**src/inc/link_cfg_pkg.sv**
```systemverilog
// Package: register map, field layout, reset values and carrier types of the link configuration.
// Assumes a single core clock and an APB master with 32-bit data.
`default_nettype none
package link_cfg_pkg;
	// Register indices; byte address is four times the index
	localparam logic [7:0] IDX_TAIL_FMT = 8'h14;
	localparam logic [7:0] IDX_SYSREF_OPT = 8'h3a;
	localparam logic [7:0] IDX_QUICK_CFG = 8'h5e;
	localparam logic [7:0] IDX_LINK_CTRL = 8'h5f;
	localparam logic [7:0] IDX_OUT_POL = 8'h60;
	localparam logic [7:0] IDX_DEV_ID = 8'h64;
	localparam logic [7:0] IDX_BANK_ID = 8'h65;
	localparam logic [7:0] IDX_LANE0_ID = 8'h67;
	localparam logic [7:0] IDX_LANE1_ID = 8'h68;
	localparam logic [7:0] IDX_SCR_LANES = 8'h6e;
	localparam logic [7:0] IDX_OCTETS = 8'h6f;
	localparam logic [7:0] IDX_FRAMES = 8'h70;
	localparam logic [7:0] IDX_CONVS = 8'h71;
	localparam logic [7:0] IDX_CTRL_RES = 8'h72;
	localparam logic [7:0] IDX_SAMP_W = 8'h73;
	localparam logic [7:0] IDX_SAMPLES = 8'h74;
	localparam logic [7:0] IDX_DENSITY = 8'h75;
	localparam logic [7:0] IDX_FCHK0 = 8'h78;
	localparam logic [7:0] IDX_FCHK1 = 8'h79;
	localparam logic [7:0] IDX_REMAP_A = 8'h82;
	localparam logic [7:0] IDX_REMAP_B = 8'h83;
	// Reset values
	localparam logic [7:0] RST_QUICK = 8'h22;
	localparam logic [7:0] RST_FRAMES = 8'h1f;
	localparam logic [7:0] RST_SCR_LANES = 8'h80;
	localparam logic [7:0] RST_LANE1_ID = 8'h01;
	localparam logic [7:0] RST_REMAP_B = 8'h01;
	localparam logic [7:0] RST_ZERO = 8'h00;
	// Quick configuration codes
	localparam logic [7:0] QC_1C1L = 8'h11;
	localparam logic [7:0] QC_1C2L = 8'h12;
	localparam logic [7:0] QC_2C1L = 8'h21;
	localparam logic [7:0] QC_2C2L = 8'h22;
	// Field positions
	localparam int LANE_DIS_BIT = 0;
	localparam int ILAS_LSB = 2;
	localparam int TAIL_PRN_BIT = 6;
	localparam int SCR_BIT = 7;
	localparam int POL_BIT = 1;
	localparam int CTRLB_LSB = 6;
	localparam int HD_BIT = 7;
	// Fixed link parameters, stored as value minus one where the link expects it
	localparam logic [3:0] N_M1 = 4'ha;
	localparam logic [3:0] NP_M1 = 4'hf;
	localparam logic [4:0] CF_VAL = 5'h00;
	localparam logic [2:0] SUBCLASS_VAL = 3'h0;
	localparam logic [2:0] JESDV_VAL = 3'h1;
	// Sample word layout
	localparam int SAMPLE_W = 11;
	localparam int WORD_W = 16;
	localparam int SAMPLE_LSB = 5;
	localparam int SPARE_LSB = 3;
	localparam logic [14:0] LFSR_SEED = 15'h7fff;
	localparam logic [1:0] FMT_TWOS = 2'b01;
	typedef enum logic [1:0] {
		ILAS_NORMAL = 2'b00,
		ILAS_OFF = 2'b01,
		ILAS_REPEAT = 2'b10
	} ilas_mode_e;
	typedef struct packed {
		logic psel;
		logic penable;
		logic pwrite;
		logic [11:0] paddr;
		logic [31:0] pwdata;
	} apb_req_s;
	typedef struct packed {
		logic [31:0] prdata;
		logic pready;
		logic pslverr;
	} apb_rsp_s;
	typedef struct packed {
		logic lane_dis;
		logic scr_active;
		ilas_mode_e ilas_mode;
		logic pol_inv;
		logic [7:0] did;
		logic [3:0] bid;
		logic [4:0] lid0;
		logic [4:0] lid1;
		logic [4:0] k_m1;
		logic l_m1;
		logic [7:0] f_m1;
		logic [7:0] m_m1;
		logic [4:0] s_m1;
		logic hd;
		logic [1:0] cs;
		logic [7:0] fchk0;
		logic [7:0] fchk1;
	} link_cfg_s;
endpackage : link_cfg_pkg
`default_nettype wire

```
**src/design/serial_link_param_config.sv**
```systemverilog
// Serial link parameter configuration: APB register file, derived link geometry,
// per-lane checksums and sample word assembly for two converters on up to two lanes.
// Assumes one core clock, an APB master and same-clock lane sync status from the framer.
// Summary of operation
// - Quick code 0x11/0x12/0x21/0x22 selects converters and lanes.
// - 11-bit sample sits in a 16-bit word with two spare bits, default zero.
// - Spare tail bits are zeros by default or pseudorandom when enabled.
// - A two-bit field puts one or two control bits in the spare positions.
// - Device, bank and per-lane identifiers are stored and sent in alignment.
// - Frames per multiframe is register value plus one, default 32.
// - Scrambling enabled by default, active only after lane sync completes.
// - Two-bit field picks alignment sequence normal, off or repeated.
// - Resolution fixed at 11, reported as ten in a 4-bit field.
// - Bits per sample fixed at 16, reported as fifteen.
// - Control words per frame per converter fixed at zero, 5-bit field.
// - Lanes, octets, converters and density derived from quick code; samples fixed at zero, 5-bit field.
// - Each lane has its own checksum for the second alignment multiframe.
// - Checksum is modulo 256 sum of the unpacked parameter fields.
// - Lane zero and lane one checksums readable at their own registers.
// - A control bit inverts the serial output data polarity.
// - A two-bit field selects offset binary or two's complement output.
// - Two registers remap converters to lanes.
// - Lane disable bit holds the link in reset while parameters change.
`timescale 1ns/1ns
`default_nettype none
module serial_link_param_config
(
	// Clock and reset
	input wire logic core_clk,
	input wire logic rst,
	// APB slave
	input wire link_cfg_pkg::apb_req_s apb_req,
	output link_cfg_pkg::apb_rsp_s apb_rsp,
	// Framer status and sample path
	input wire logic lane_sync_done,
	input wire logic [1:0] ctrl_bits_in,
	input wire logic [1:0][10:0] adc_sample,
	output logic [1:0][15:0] lane_word,
	// Configuration towards the framer
	output link_cfg_pkg::link_cfg_s link_cfg
);
	import link_cfg_pkg::*;

	////////////////////////////////////////////////////////////////////////////////
	// Register storage
	logic [7:0] tail_fmt_r, sysref_opt_r, quick_cfg_r, link_ctrl_r, out_pol_r;
	logic [7:0] dev_id_r, bank_id_r, lane0_id_r, lane1_id_r, scr_lanes_r, frames_r;
	logic [7:0] ctrl_res_r, remap_a_r, remap_b_r, fchk0_r, fchk1_r, prdata_nxt;
	logic [31:0] prdata_r;
	logic [7:0] idx;
	logic setup, access, wr, mapped;

	assign idx = apb_req.paddr[9:2];
	assign setup = apb_req.psel && !apb_req.penable;
	assign access = apb_req.psel && apb_req.penable;
	assign wr = access && apb_req.pwrite && mapped;

	// Zero wait states keep the slave simple; reads are staged in the setup cycle
	assign apb_rsp.pready = 1'b1;
	assign apb_rsp.pslverr = access && !mapped;
	assign apb_rsp.prdata = prdata_r;

	////////////////////////////////////////////////////////////////////////////////
	// Derived geometry
	logic l_m1, hd;
	logic [7:0] f_m1, m_m1;
	logic [4:0] s_m1;

	always_comb
	begin
		s_m1 = 5'h00;
		hd = 1'b0;
		case (quick_cfg_r)
			QC_1C1L:
			begin
				l_m1 = 1'b0;
				f_m1 = 8'h01;
				m_m1 = 8'h00;
			end
			QC_1C2L:
			begin
				l_m1 = 1'b1;
				f_m1 = 8'h00;
				m_m1 = 8'h00;
				hd = 1'b1;
			end
			QC_2C1L:
			begin
				l_m1 = 1'b0;
				f_m1 = 8'h03;
				m_m1 = 8'h01;
			end
			default:
			begin
				l_m1 = 1'b1;
				f_m1 = 8'h01;
				m_m1 = 8'h01;
			end
		endcase
	end

	function automatic logic valid_quick(input logic [7:0] code);
		valid_quick = (code == QC_1C1L) || (code == QC_1C2L) || (code == QC_2C1L)
			|| (code == QC_2C2L);
	endfunction : valid_quick

	////////////////////////////////////////////////////////////////////////////////
	// Address decode and read mux
	always_comb
	begin
		mapped = 1'b1;
		prdata_nxt = 8'h00;
		case (idx)
			IDX_TAIL_FMT: prdata_nxt = tail_fmt_r;
			IDX_SYSREF_OPT: prdata_nxt = sysref_opt_r;
			IDX_QUICK_CFG: prdata_nxt = quick_cfg_r;
			IDX_LINK_CTRL: prdata_nxt = link_ctrl_r;
			IDX_OUT_POL: prdata_nxt = out_pol_r;
			IDX_DEV_ID: prdata_nxt = dev_id_r;
			IDX_BANK_ID: prdata_nxt = bank_id_r;
			IDX_LANE0_ID: prdata_nxt = lane0_id_r;
			IDX_LANE1_ID: prdata_nxt = lane1_id_r;
			IDX_SCR_LANES: prdata_nxt = {scr_lanes_r[7:1], l_m1};
			IDX_OCTETS: prdata_nxt = f_m1;
			IDX_FRAMES: prdata_nxt = frames_r;
			IDX_CONVS: prdata_nxt = m_m1;
			IDX_CTRL_RES: prdata_nxt = {ctrl_res_r[7:6], 2'b00, N_M1};
			IDX_SAMP_W: prdata_nxt = {4'h0, NP_M1};
			IDX_SAMPLES: prdata_nxt = {3'b000, s_m1};
			IDX_DENSITY: prdata_nxt = {hd, 2'b00, CF_VAL};
			IDX_FCHK0: prdata_nxt = fchk0_r;
			IDX_FCHK1: prdata_nxt = fchk1_r;
			IDX_REMAP_A: prdata_nxt = remap_a_r;
			IDX_REMAP_B: prdata_nxt = remap_b_r;
			default: mapped = 1'b0;
		endcase
		if (apb_req.paddr[1:0] != 2'b00 || apb_req.paddr[11:10] != 2'b00)
			mapped = 1'b0;
	end

	always_ff @(posedge core_clk)
	begin
		if (rst)
			prdata_r <= 32'h0000_0000;
		else if (setup)
			prdata_r <= {24'h00_0000, prdata_nxt};
	end

	////////////////////////////////////////////////////////////////////////////////
	// Writable registers
	always_ff @(posedge core_clk)
	begin
		if (rst)
		begin
			tail_fmt_r <= RST_ZERO;
			sysref_opt_r <= RST_ZERO;
			quick_cfg_r <= RST_QUICK;
			link_ctrl_r <= RST_ZERO;
			out_pol_r <= RST_ZERO;
			dev_id_r <= RST_ZERO;
			bank_id_r <= RST_ZERO;
			lane0_id_r <= RST_ZERO;
			lane1_id_r <= RST_LANE1_ID;
			scr_lanes_r <= RST_SCR_LANES;
			frames_r <= RST_FRAMES;
			ctrl_res_r <= RST_ZERO;
			remap_a_r <= RST_ZERO;
			remap_b_r <= RST_REMAP_B;
		end
		else if (wr)
		begin
			case (idx)
				IDX_TAIL_FMT: tail_fmt_r <= apb_req.pwdata[7:0];
				IDX_SYSREF_OPT: sysref_opt_r <= apb_req.pwdata[7:0];
				IDX_QUICK_CFG:
					if (valid_quick(apb_req.pwdata[7:0]))
						quick_cfg_r <= apb_req.pwdata[7:0];
				IDX_LINK_CTRL: link_ctrl_r <= apb_req.pwdata[7:0];
				IDX_OUT_POL: out_pol_r <= apb_req.pwdata[7:0];
				IDX_DEV_ID: dev_id_r <= apb_req.pwdata[7:0];
				IDX_BANK_ID: bank_id_r <= {4'h0, apb_req.pwdata[3:0]};
				IDX_LANE0_ID: lane0_id_r <= {3'b000, apb_req.pwdata[4:0]};
				IDX_LANE1_ID: lane1_id_r <= {3'b000, apb_req.pwdata[4:0]};
				IDX_SCR_LANES: scr_lanes_r <= {apb_req.pwdata[SCR_BIT], 7'h00};
				// Range limits are software's duty; the value is kept as written
				IDX_FRAMES: frames_r <= apb_req.pwdata[7:0];
				IDX_CTRL_RES: ctrl_res_r <= {apb_req.pwdata[7:6], 6'h00};
				IDX_REMAP_A: remap_a_r <= apb_req.pwdata[7:0];
				IDX_REMAP_B: remap_b_r <= apb_req.pwdata[7:0];
				default: ;
			endcase
		end
	end

	////////////////////////////////////////////////////////////////////////////////
	// Per-lane checksums, refreshed every cycle so they trail a parameter change by one cycle
	function automatic logic [7:0] fchk(input logic [4:0] lid);
		fchk = dev_id_r + {4'h0, bank_id_r[3:0]} + {3'b000, lid}
			+ {7'h00, scr_lanes_r[SCR_BIT]} + {7'h00, l_m1} + f_m1
			+ {3'b000, frames_r[4:0]} + m_m1 + {6'h00, ctrl_res_r[7:6]}
			+ {4'h0, N_M1} + {5'h00, SUBCLASS_VAL} + {4'h0, NP_M1}
			+ {5'h00, JESDV_VAL} + {3'b000, s_m1} + {7'h00, hd} + {3'b000, CF_VAL};
	endfunction : fchk

	always_ff @(posedge core_clk)
	begin
		if (rst)
		begin
			fchk0_r <= RST_ZERO;
			fchk1_r <= RST_ZERO;
		end
		else
		begin
			fchk0_r <= fchk(lane0_id_r[4:0]);
			fchk1_r <= fchk(lane1_id_r[4:0]);
		end
	end

	////////////////////////////////////////////////////////////////////////////////
	// Configuration towards the framer
	logic lane_dis, tail_prn, pol_inv;
	logic [1:0] ctrl_cnt, fmt;

	assign lane_dis = link_ctrl_r[LANE_DIS_BIT];
	assign tail_prn = link_ctrl_r[TAIL_PRN_BIT];
	assign pol_inv = out_pol_r[POL_BIT];
	assign ctrl_cnt = ctrl_res_r[CTRLB_LSB +: 2];
	assign fmt = tail_fmt_r[1:0];

	always_ff @(posedge core_clk)
	begin
		if (rst)
			link_cfg <= '0;
		else
		begin
			link_cfg.lane_dis <= lane_dis;
			link_cfg.scr_active <= scr_lanes_r[SCR_BIT] && lane_sync_done && !lane_dis;
			case (link_ctrl_r[ILAS_LSB +: 2])
				ILAS_OFF: link_cfg.ilas_mode <= ILAS_OFF;
				ILAS_REPEAT: link_cfg.ilas_mode <= ILAS_REPEAT;
				default: link_cfg.ilas_mode <= ILAS_NORMAL;
			endcase
			link_cfg.pol_inv <= pol_inv;
			link_cfg.did <= dev_id_r;
			link_cfg.bid <= bank_id_r[3:0];
			link_cfg.lid0 <= lane0_id_r[4:0];
			link_cfg.lid1 <= lane1_id_r[4:0];
			link_cfg.k_m1 <= frames_r[4:0];
			link_cfg.l_m1 <= l_m1;
			link_cfg.f_m1 <= f_m1;
			link_cfg.m_m1 <= m_m1;
			link_cfg.s_m1 <= s_m1;
			link_cfg.hd <= hd;
			link_cfg.cs <= ctrl_cnt;
			link_cfg.fchk0 <= fchk0_r;
			link_cfg.fchk1 <= fchk1_r;
		end
	end

	////////////////////////////////////////////////////////////////////////////////
	// Sample words: format, spare bits, remap and polarity
	logic [14:0] lfsr_r;
	logic [1:0][15:0] conv_word;

	always_ff @(posedge core_clk)
	begin
		if (rst)
			lfsr_r <= LFSR_SEED;
		else
			lfsr_r <= {lfsr_r[13:0], lfsr_r[14] ^ lfsr_r[13]};
	end

	genvar g;
	generate
		for (g = 0; g < 2; g++)
		begin : g_conv
			logic [1:0] spare;
			logic [10:0] smp;
			always_comb
			begin
				smp = adc_sample[g];
				if (fmt == FMT_TWOS)
					smp[SAMPLE_W-1] = ~adc_sample[g][SAMPLE_W-1];
				spare = tail_prn ? lfsr_r[2*g +: 2] : 2'b00;
				if (ctrl_cnt == 2'b01)
					spare[1] = ctrl_bits_in[0];
				else if (ctrl_cnt[1])
					spare = ctrl_bits_in;
				conv_word[g] = '0;
				conv_word[g][SAMPLE_LSB +: SAMPLE_W] = smp;
				conv_word[g][SPARE_LSB +: 2] = spare;
			end
			always_ff @(posedge core_clk)
			begin
				if (rst || lane_dis)
					lane_word[g] <= '0;
				else
				begin
					// Each lane picks its converter; polarity flip is applied last
					lane_word[g] <= conv_word[g ? remap_b_r[0] : remap_a_r[0]]
						^ {WORD_W{pol_inv}};
				end
			end
		end
	endgenerate
endmodule : serial_link_param_config
`default_nettype wire

```
**config.mk**
```make
export PLATFORM = sky130hd
export DESIGN_NAME = serial_link_param_config
export DESIGN_NICKNAME = d
export VERILOG_FILES = /design/src/inc/link_cfg_pkg.sv /design/src/design/serial_link_param_config.sv
export SDC_FILE = /design/constraint.sdc
export NUM_CORES = 1
export LEC_CHECK = 0
export ABC_CLOCK_PERIOD_IN_PS = 5800
export BUFFER_PORTS_ARGS = -buffer_cell sky130_fd_sc_hd__buf_2
export CAP_MARGIN = 20
export CELL_PAD_IN_SITES_DETAIL_PLACEMENT = 0
export CELL_PAD_IN_SITES_GLOBAL_PLACEMENT = 1
export CORE_ASPECT_RATIO = 1.2
export CORE_MARGIN = 4
export CORE_UTILIZATION = 41
export CTS_CLUSTER_SIZE = 40
export DETAILED_ROUTE_END_ITERATION = 8
export GPL_ROUTABILITY_DRIVEN = 0
export GPL_TIMING_DRIVEN = 0
export PLACE_DENSITY_LB_ADDON = 0.1
export SYNTH_ARGS = -nofsm -noshare
export SYNTH_HDL_FRONTEND = slang
export SYNTH_SLANG_ARGS = --single-unit
```
**constraint.sdc**
```tcl
create_clock -name core_clk -period 5.8 [get_ports core_clk]
set_clock_uncertainty 0.2 [all_clocks]
set_input_delay 1.16 -clock core_clk [delete_from_list [all_inputs] [get_ports core_clk]]
set_output_delay 1.16 -clock core_clk [all_outputs]
set_load 0.01 [all_outputs]
```
* After elaboration in Yosys (flattened, before gate mapping)
Index checks and enable logic that the tools add are counted.
Widths: inputs -> output; s select.
** Word-level totals
- Register bits after elaboration :: 233
- Bits in latches :: 0
- RAM bits :: 0
- Memory bits (read-only) :: 0
- Output and inout bits :: 139
- Logic and storage cells :: 155
- Memories kept :: 0
** Operators by class
- Add/subtract/negate cells :: 23
- Multipliers :: 0
- Divide/modulo/power cells :: 0
- Magnitude comparators :: 2
- Eq/ne operators :: 32
- Shift operators :: 0
- Mux-type cells :: 22
- Bitwise gates (word level) :: 5
- Reductions and logical operators :: 34
** Operator list (count)
- $pmux 8 s20 :: 1
- $eq 8x7->1 const B :: 17
- $mux 16 :: 4
- $add 8x1->8 :: 6
- $eq 8x5->1 const B :: 5
- $add 8x4->8 const B :: 4
- $add 8x5->8 :: 4
- $add 8x8->8 :: 4
- $eq 8x6->1 const B :: 4
- $xor 16x16->16 :: 2
- $reduce_and 2->1 :: 13
- $reduce_or 21->1 :: 1
- $add 8x1->8 const B :: 2
- $add 8x2->8 :: 2
- $eq 8x8->1 const B :: 2
- $mux 1 :: 11
- $add 8x4->8 :: 1
- $mux 2 :: 4
- $pmux 2 s2 :: 2
- $logic_and 1x1->1 :: 7
- $eq 2x1->1 const B :: 3
- $logic_or 1x1->1 :: 5
- $lt 1x2->1 const B :: 2
- $reduce_bool 2->1 :: 2
- 6 further kinds :: 10

* Depth between registers and ports, before layout
- Word-level depth :: 12
- Gate-level depth with buffers :: 18
- Depth with buffers taken out :: 18

* Least setup slack after synthesis
OpenSTA, ideal clock, no wires.
- Kind :: register -> register
- Start :: register quick_cfg_r[7]
- End :: register fchk1_r[7]
- Library setup time :: 128 ps
- Data arrival time :: 3841 ps
- Required time :: 5472 ps
- Setup slack :: 1632 ps
- Cell stages (with the launch flop) :: 17
- Buffers on the path :: 0
- Period minus slack after synthesis :: 4168 ps
- Cell sequence :: dfxtp_1 > nor4_1 > and3b_1 > nand2_1 > ha_1 > inv_1 > fa_1 > fa_1 > inv_1 > ha_1 > fa_1 > a21oi_1 > o211ai_1 > a21oi_1 > xor2_1 > xnor2_1 > nor2_1
** Between the ends
- Longest elaborated chain between the ends :: 12
- Elaborated cells between the ends (all ways) :: 18
- Classes of those cells :: add/sub (9); eq/ne (3); mux (4); reduce/logical (2)
** RTL lines
- start, declared :: line serial_link_param_config.sv:46 : logic [7:0] tail_fmt_r, sysref_opt_r, quick_cfg_r, link_ctrl_r, out_pol_r;
- start signal, assigned :: line serial_link_param_config.sv:177 : quick_cfg_r <= apb_req.pwdata[7:0];
- $eq 8x5->1 / $eq 8x6->1 (equally long branches) :: line serial_link_param_config.sv:73 : case (quick_cfg_r)
- $reduce_or 2->1 (no source line)
- $mux 1 :: line serial_link_param_config.sv:73
- $add 8x1->8 :: line serial_link_param_config.sv:199 : + {7'h00, scr_lanes_r[SCR_BIT]} + {7'h00, l_m1} + f_m1
- $add 8x8->8 :: line serial_link_param_config.sv:199
- $add 8x5->8 :: line serial_link_param_config.sv:200 : + {3'b000, frames_r[4:0]} + m_m1 + {6'h00, ctrl_res_r[7:6]}
- $add 8x8->8 :: line serial_link_param_config.sv:200
- $add 8x2->8 :: line serial_link_param_config.sv:200
- $add 8x4->8 (2 in a row) :: line serial_link_param_config.sv:201 : + {4'h0, N_M1} + {5'h00, SUBCLASS_VAL} + {4'h0, NP_M1}
- $add 8x1->8 :: line serial_link_param_config.sv:202 : + {5'h00, JESDV_VAL} + {3'b000, s_m1} + {7'h00, hd} + {3'b000, CF_VAL};
- $add 8x1->8 * :: line serial_link_param_config.sv:202
- end signal, assigned :: line serial_link_param_config.sv:215 : fchk1_r <= fchk(lane1_id_r[4:0]);
- end, declared :: line serial_link_param_config.sv:48 : logic [7:0] ctrl_res_r, remap_a_r, remap_b_r, fchk0_r, fchk1_r, prdata_nxt;
Mark *: on every way between the ends. The rest lies on a longest branch, timed or not.
A chain may end at the register's enable or synchronous reset.

* Final worst setup path
Ends and elaborated chain as after synthesis.

==> out/metrics.yaml <==
clock_network:
  postCtsHoldBufs: 0
  postCtsSetupBuffers: 0
  cts-root-buf: "clkbuf_16"
  path_clk_slew_ns: 0.06
  clkSinkCount: 210
  cts_tree: "yes"
  postCtsResizedCells: 0
  worst_skew_pair.late_latency_ns: 0.52
  cts_buffers: 23
  htree_levels: 1
  cts_buffer_depth: 3
timing:
  clock.fmax_mhz: 213.4
  maxSlewViolCount: 0
  finalHoldViolations: 0
  fin_crit_sh_pct: 80.80
  setup_viol: 0
  fin_tns_setup_ns: 0
  post-route-min-period_ns: 4.686
  whs_ns: 0.2096
  grt_setup_unrepaired: "no"
  fin_ws_ns: 1.114
  max_slew_margin_pct: 23.05
  tightest_slew_ns: 1.145
logic_synthesis:
  synth_common_cells: "dfxtp_1, nor2_1, mux2i_1"
  synthXorXnorAreaFrac_pct: 4.345
  yosysMostFrequentCell: "dfxtp_1"
  ys_seq_elements: 210
  ys_async_sr_fraction_pct: 0
  yosysWarnings: 0
  muxShareOfSynthArea_pct: 8.827
  syn_inst: 1074
  synth_area_um2: 9993
  synth_top_area_cell: "dfxtp_1"
  synth_top_family_by_area: "simple AND/OR/NAND/NOR gates"
  yosys.area_share.simple_pct: 17.95
  synth_ff_type: "dfxtp_1"
  syn_avg_cell_area_um2: 9.305
  synth_compound_gate_area_share_pct: 9.641
  synth_edf_count: 0
  synthTopCellsByArea: "dfxtp_1, mux2i_1, ha_1, nor2_1, fa_1"
  synthAdderAreaFrac_pct: 8.564
  synth-seq-area-share_pct: 42.07
  synth_top_area_share_pct: 42.07
  synth_cell_types: 68
critical_path:
  cpMostUsedCell: "fa_1"
  timing.critical_path.buf_inv: 2
  worstPathArrival_ns: 4.87
  crit_chain: "nor4_1 -> and3b_1 -> nand2_1 -> ha_1 -> inv_1 -> fa_1 -> fa_1 -> inv_1 -> ha_1 -> fa_1 -> a21oi_1 -> o211ai_1 -> a21oi_1 -> xor2_1 -> xnor2_1 -> nor2_1"
  cp-end-kind: "register"
  required_ns: 5.99
  crit_path_max_incr_delay_ns: 0.51
  crit_family: "adder cells"
  cpMaxStageDelayCell: "fa_1"
  cp-start-kind: "register"
  critPathKind: "reg -> reg"
  critical_path.max_fanout: 4
grt:
  grt_usage_pct: 23.69
  antenna_found_initial: 1
  grt_pass1_wl_mm: 48.04
  grt_pass1_vias: 8056
  overflow: 0
  grt_max_degree: 14
power:
  p_per_area_nw_per_um2: 262.0
  seqPwrFrac_pct: 46.9
  power_leakage_nw: 5.393
  swShare_pct: 23.81
  intPower_w: 0.002393
  p_switching_w: 0.0007478
  comb_power_share_pct: 6.6
  clkPwrFrac_pct: 46.5
  ir_worst_vdd_mv: 0.1799
final_layout:
  multi_input_area_um2: 5091
  top_register: "link_cfg"
  layout.nets: 1409
  final-seq-area_um2: 4204
  drive_above_1_share_pct: 21.02
  largestRegisters: "link_cfg (55), lane_word (27), lfsr_r (15)"
  area_growth_pct: 19.94
  diodes: 0
  fillers: 2372
  largest_reg_flops: 55
outcome:
  outcome: "completed"
route:
  drtPass1Iterations: 7
  dr.first_iter.drc_count: 453
  ant_nets: 0
  vias: 8179
  drc: 0
  drt-wirelength-per-cell_um: 20.10
  vias_per_cell: 5.068
  postRouteWirelength_mm: 32.44
floorplanning:
  fp.coreArea_um2: 23970
  die_w_um: 150.5
  io_pins: 213
  die_area_um2: 26950
  dieHeight_um: 179.0
  initial_core_util_pct: 41.69
  row_count: 62
placement:
  port_buffers: 137
  pre_cts_slack_ns: 1.126
  hpwl_mm: 24.53
hold_path:
  hold_class: "reg -> reg"
job:
  maxCapViolCount: 0
-- power groups by stage --
stage                     Clock [W]  Combinational (W)  Sequential [W]
after floorplan                   0           0.000117         0.00151
after global placement            0           0.000206         0.00150
after detailed placement          0           0.000206         0.00150
after CTS                   0.00148           0.000207         0.00147
after global routing        0.00155           0.000225         0.00147
final                       0.00146           0.000208         0.00147
-- final cells by class --
type / count / share of cell area [%]
plain buffers: 113 / 5.324
clock buffers: 28 / 5.209
clock inverters: 13 / 1.033
inverters: 57 / 1.785
multi-input cells: 735 / 42.47
flip-flops and latches: 210 / 35.07
well taps: 320 / 3.340
repair buffers: 138 / 5.762
-- path summary, 6_finish.rpt --
path	from	end	slack, ns	cells past startpoint
max	quick_cfg_r[7]$_SDFFE_PP0P_	fchk1_r[7]$_SDFF_PP0_	1.11	16
min reg2reg	lfsr_r[6]$_SDFF_PP1_	lfsr_r[7]$_SDFF_PP1_	0.21	1
max reg2reg	quick_cfg_r[7]$_SDFFE_PP0P_	fchk1_r[7]$_SDFF_PP0_	1.11	16
min	lfsr_r[6]$_SDFF_PP1_	lfsr_r[7]$_SDFF_PP1_	0.21	1
-- cells in the final DEF, fill, tap and decap left out, drive strengths merged, types with 4 or more instances in the layout --
cell type | netlist | routed
and3 | 8 | 8
nand4 | 4 | 4
clkbuf | 47 | 76
o211ai | 8 | 8
nor2b | 46 | 46
buf | 66 | 203
o21ai | 30 | 30
a21o | 4 | 4
nor3 | 14 | 14
a21oi | 40 | 40
nand2b | 6 | 6
nor2 | 126 | 126
fa | 19 | 19
o2111ai | 4 | 4
clkinv | 1 | 9
ha | 38 | 38
mux2i | 87 | 87
a211oi | 4 | 4
nand3 | 27 | 27
nand2 | 70 | 70
inv | 56 | 57
dfxtp | 210 | 210
xnor2 | 39 | 39
a22oi | 21 | 21
xor2 | 8 | 8
or2 | 18 | 18
nor4 | 8 | 8
and2 | 5 | 5
nor3b | 4 | 4
a22o | 4 | 4
conb | 2 | 43
-- metrics by stage --
stage	instance area, µm²	instances	power (W)	util [%]
2_1_floorplan	10150	1115	0.001626	-
3_3_place_gp	11230	1572	0.001711	46.86
3_5_place_dp	11230	1572	0.001711	46.86
4_1_cts	11980	1613	0.003162	49.98
5_1_grt	11990	1614	0.003246	50.01
6_report	11990	1614	0.003141	50.01
-- metal layers --
metal	wire length, µm	GRT usage, %	share of wire, %	up-vias
li1	-	-	-	3949
met4	1041	7.971	3.2	2
met2	15840	40.27	49	295
met1	13550	30.39	42	3863
met3	1994	4.121	6.1	70
met5	13	0	0.040	-
-- cells by family after synthesis --
| logic type | after synthesis |
|---|---|
| xor+xnor | 48 |
| flops | 210 |
| compound gates | 146 |
| simple gates | 353 |
| other cells | 2 |
| buf+inv | 170 |
| mux | 88 |
| fa+ha+maj | 57 |
Note: power is estimated with default switching activity, not from simulation.
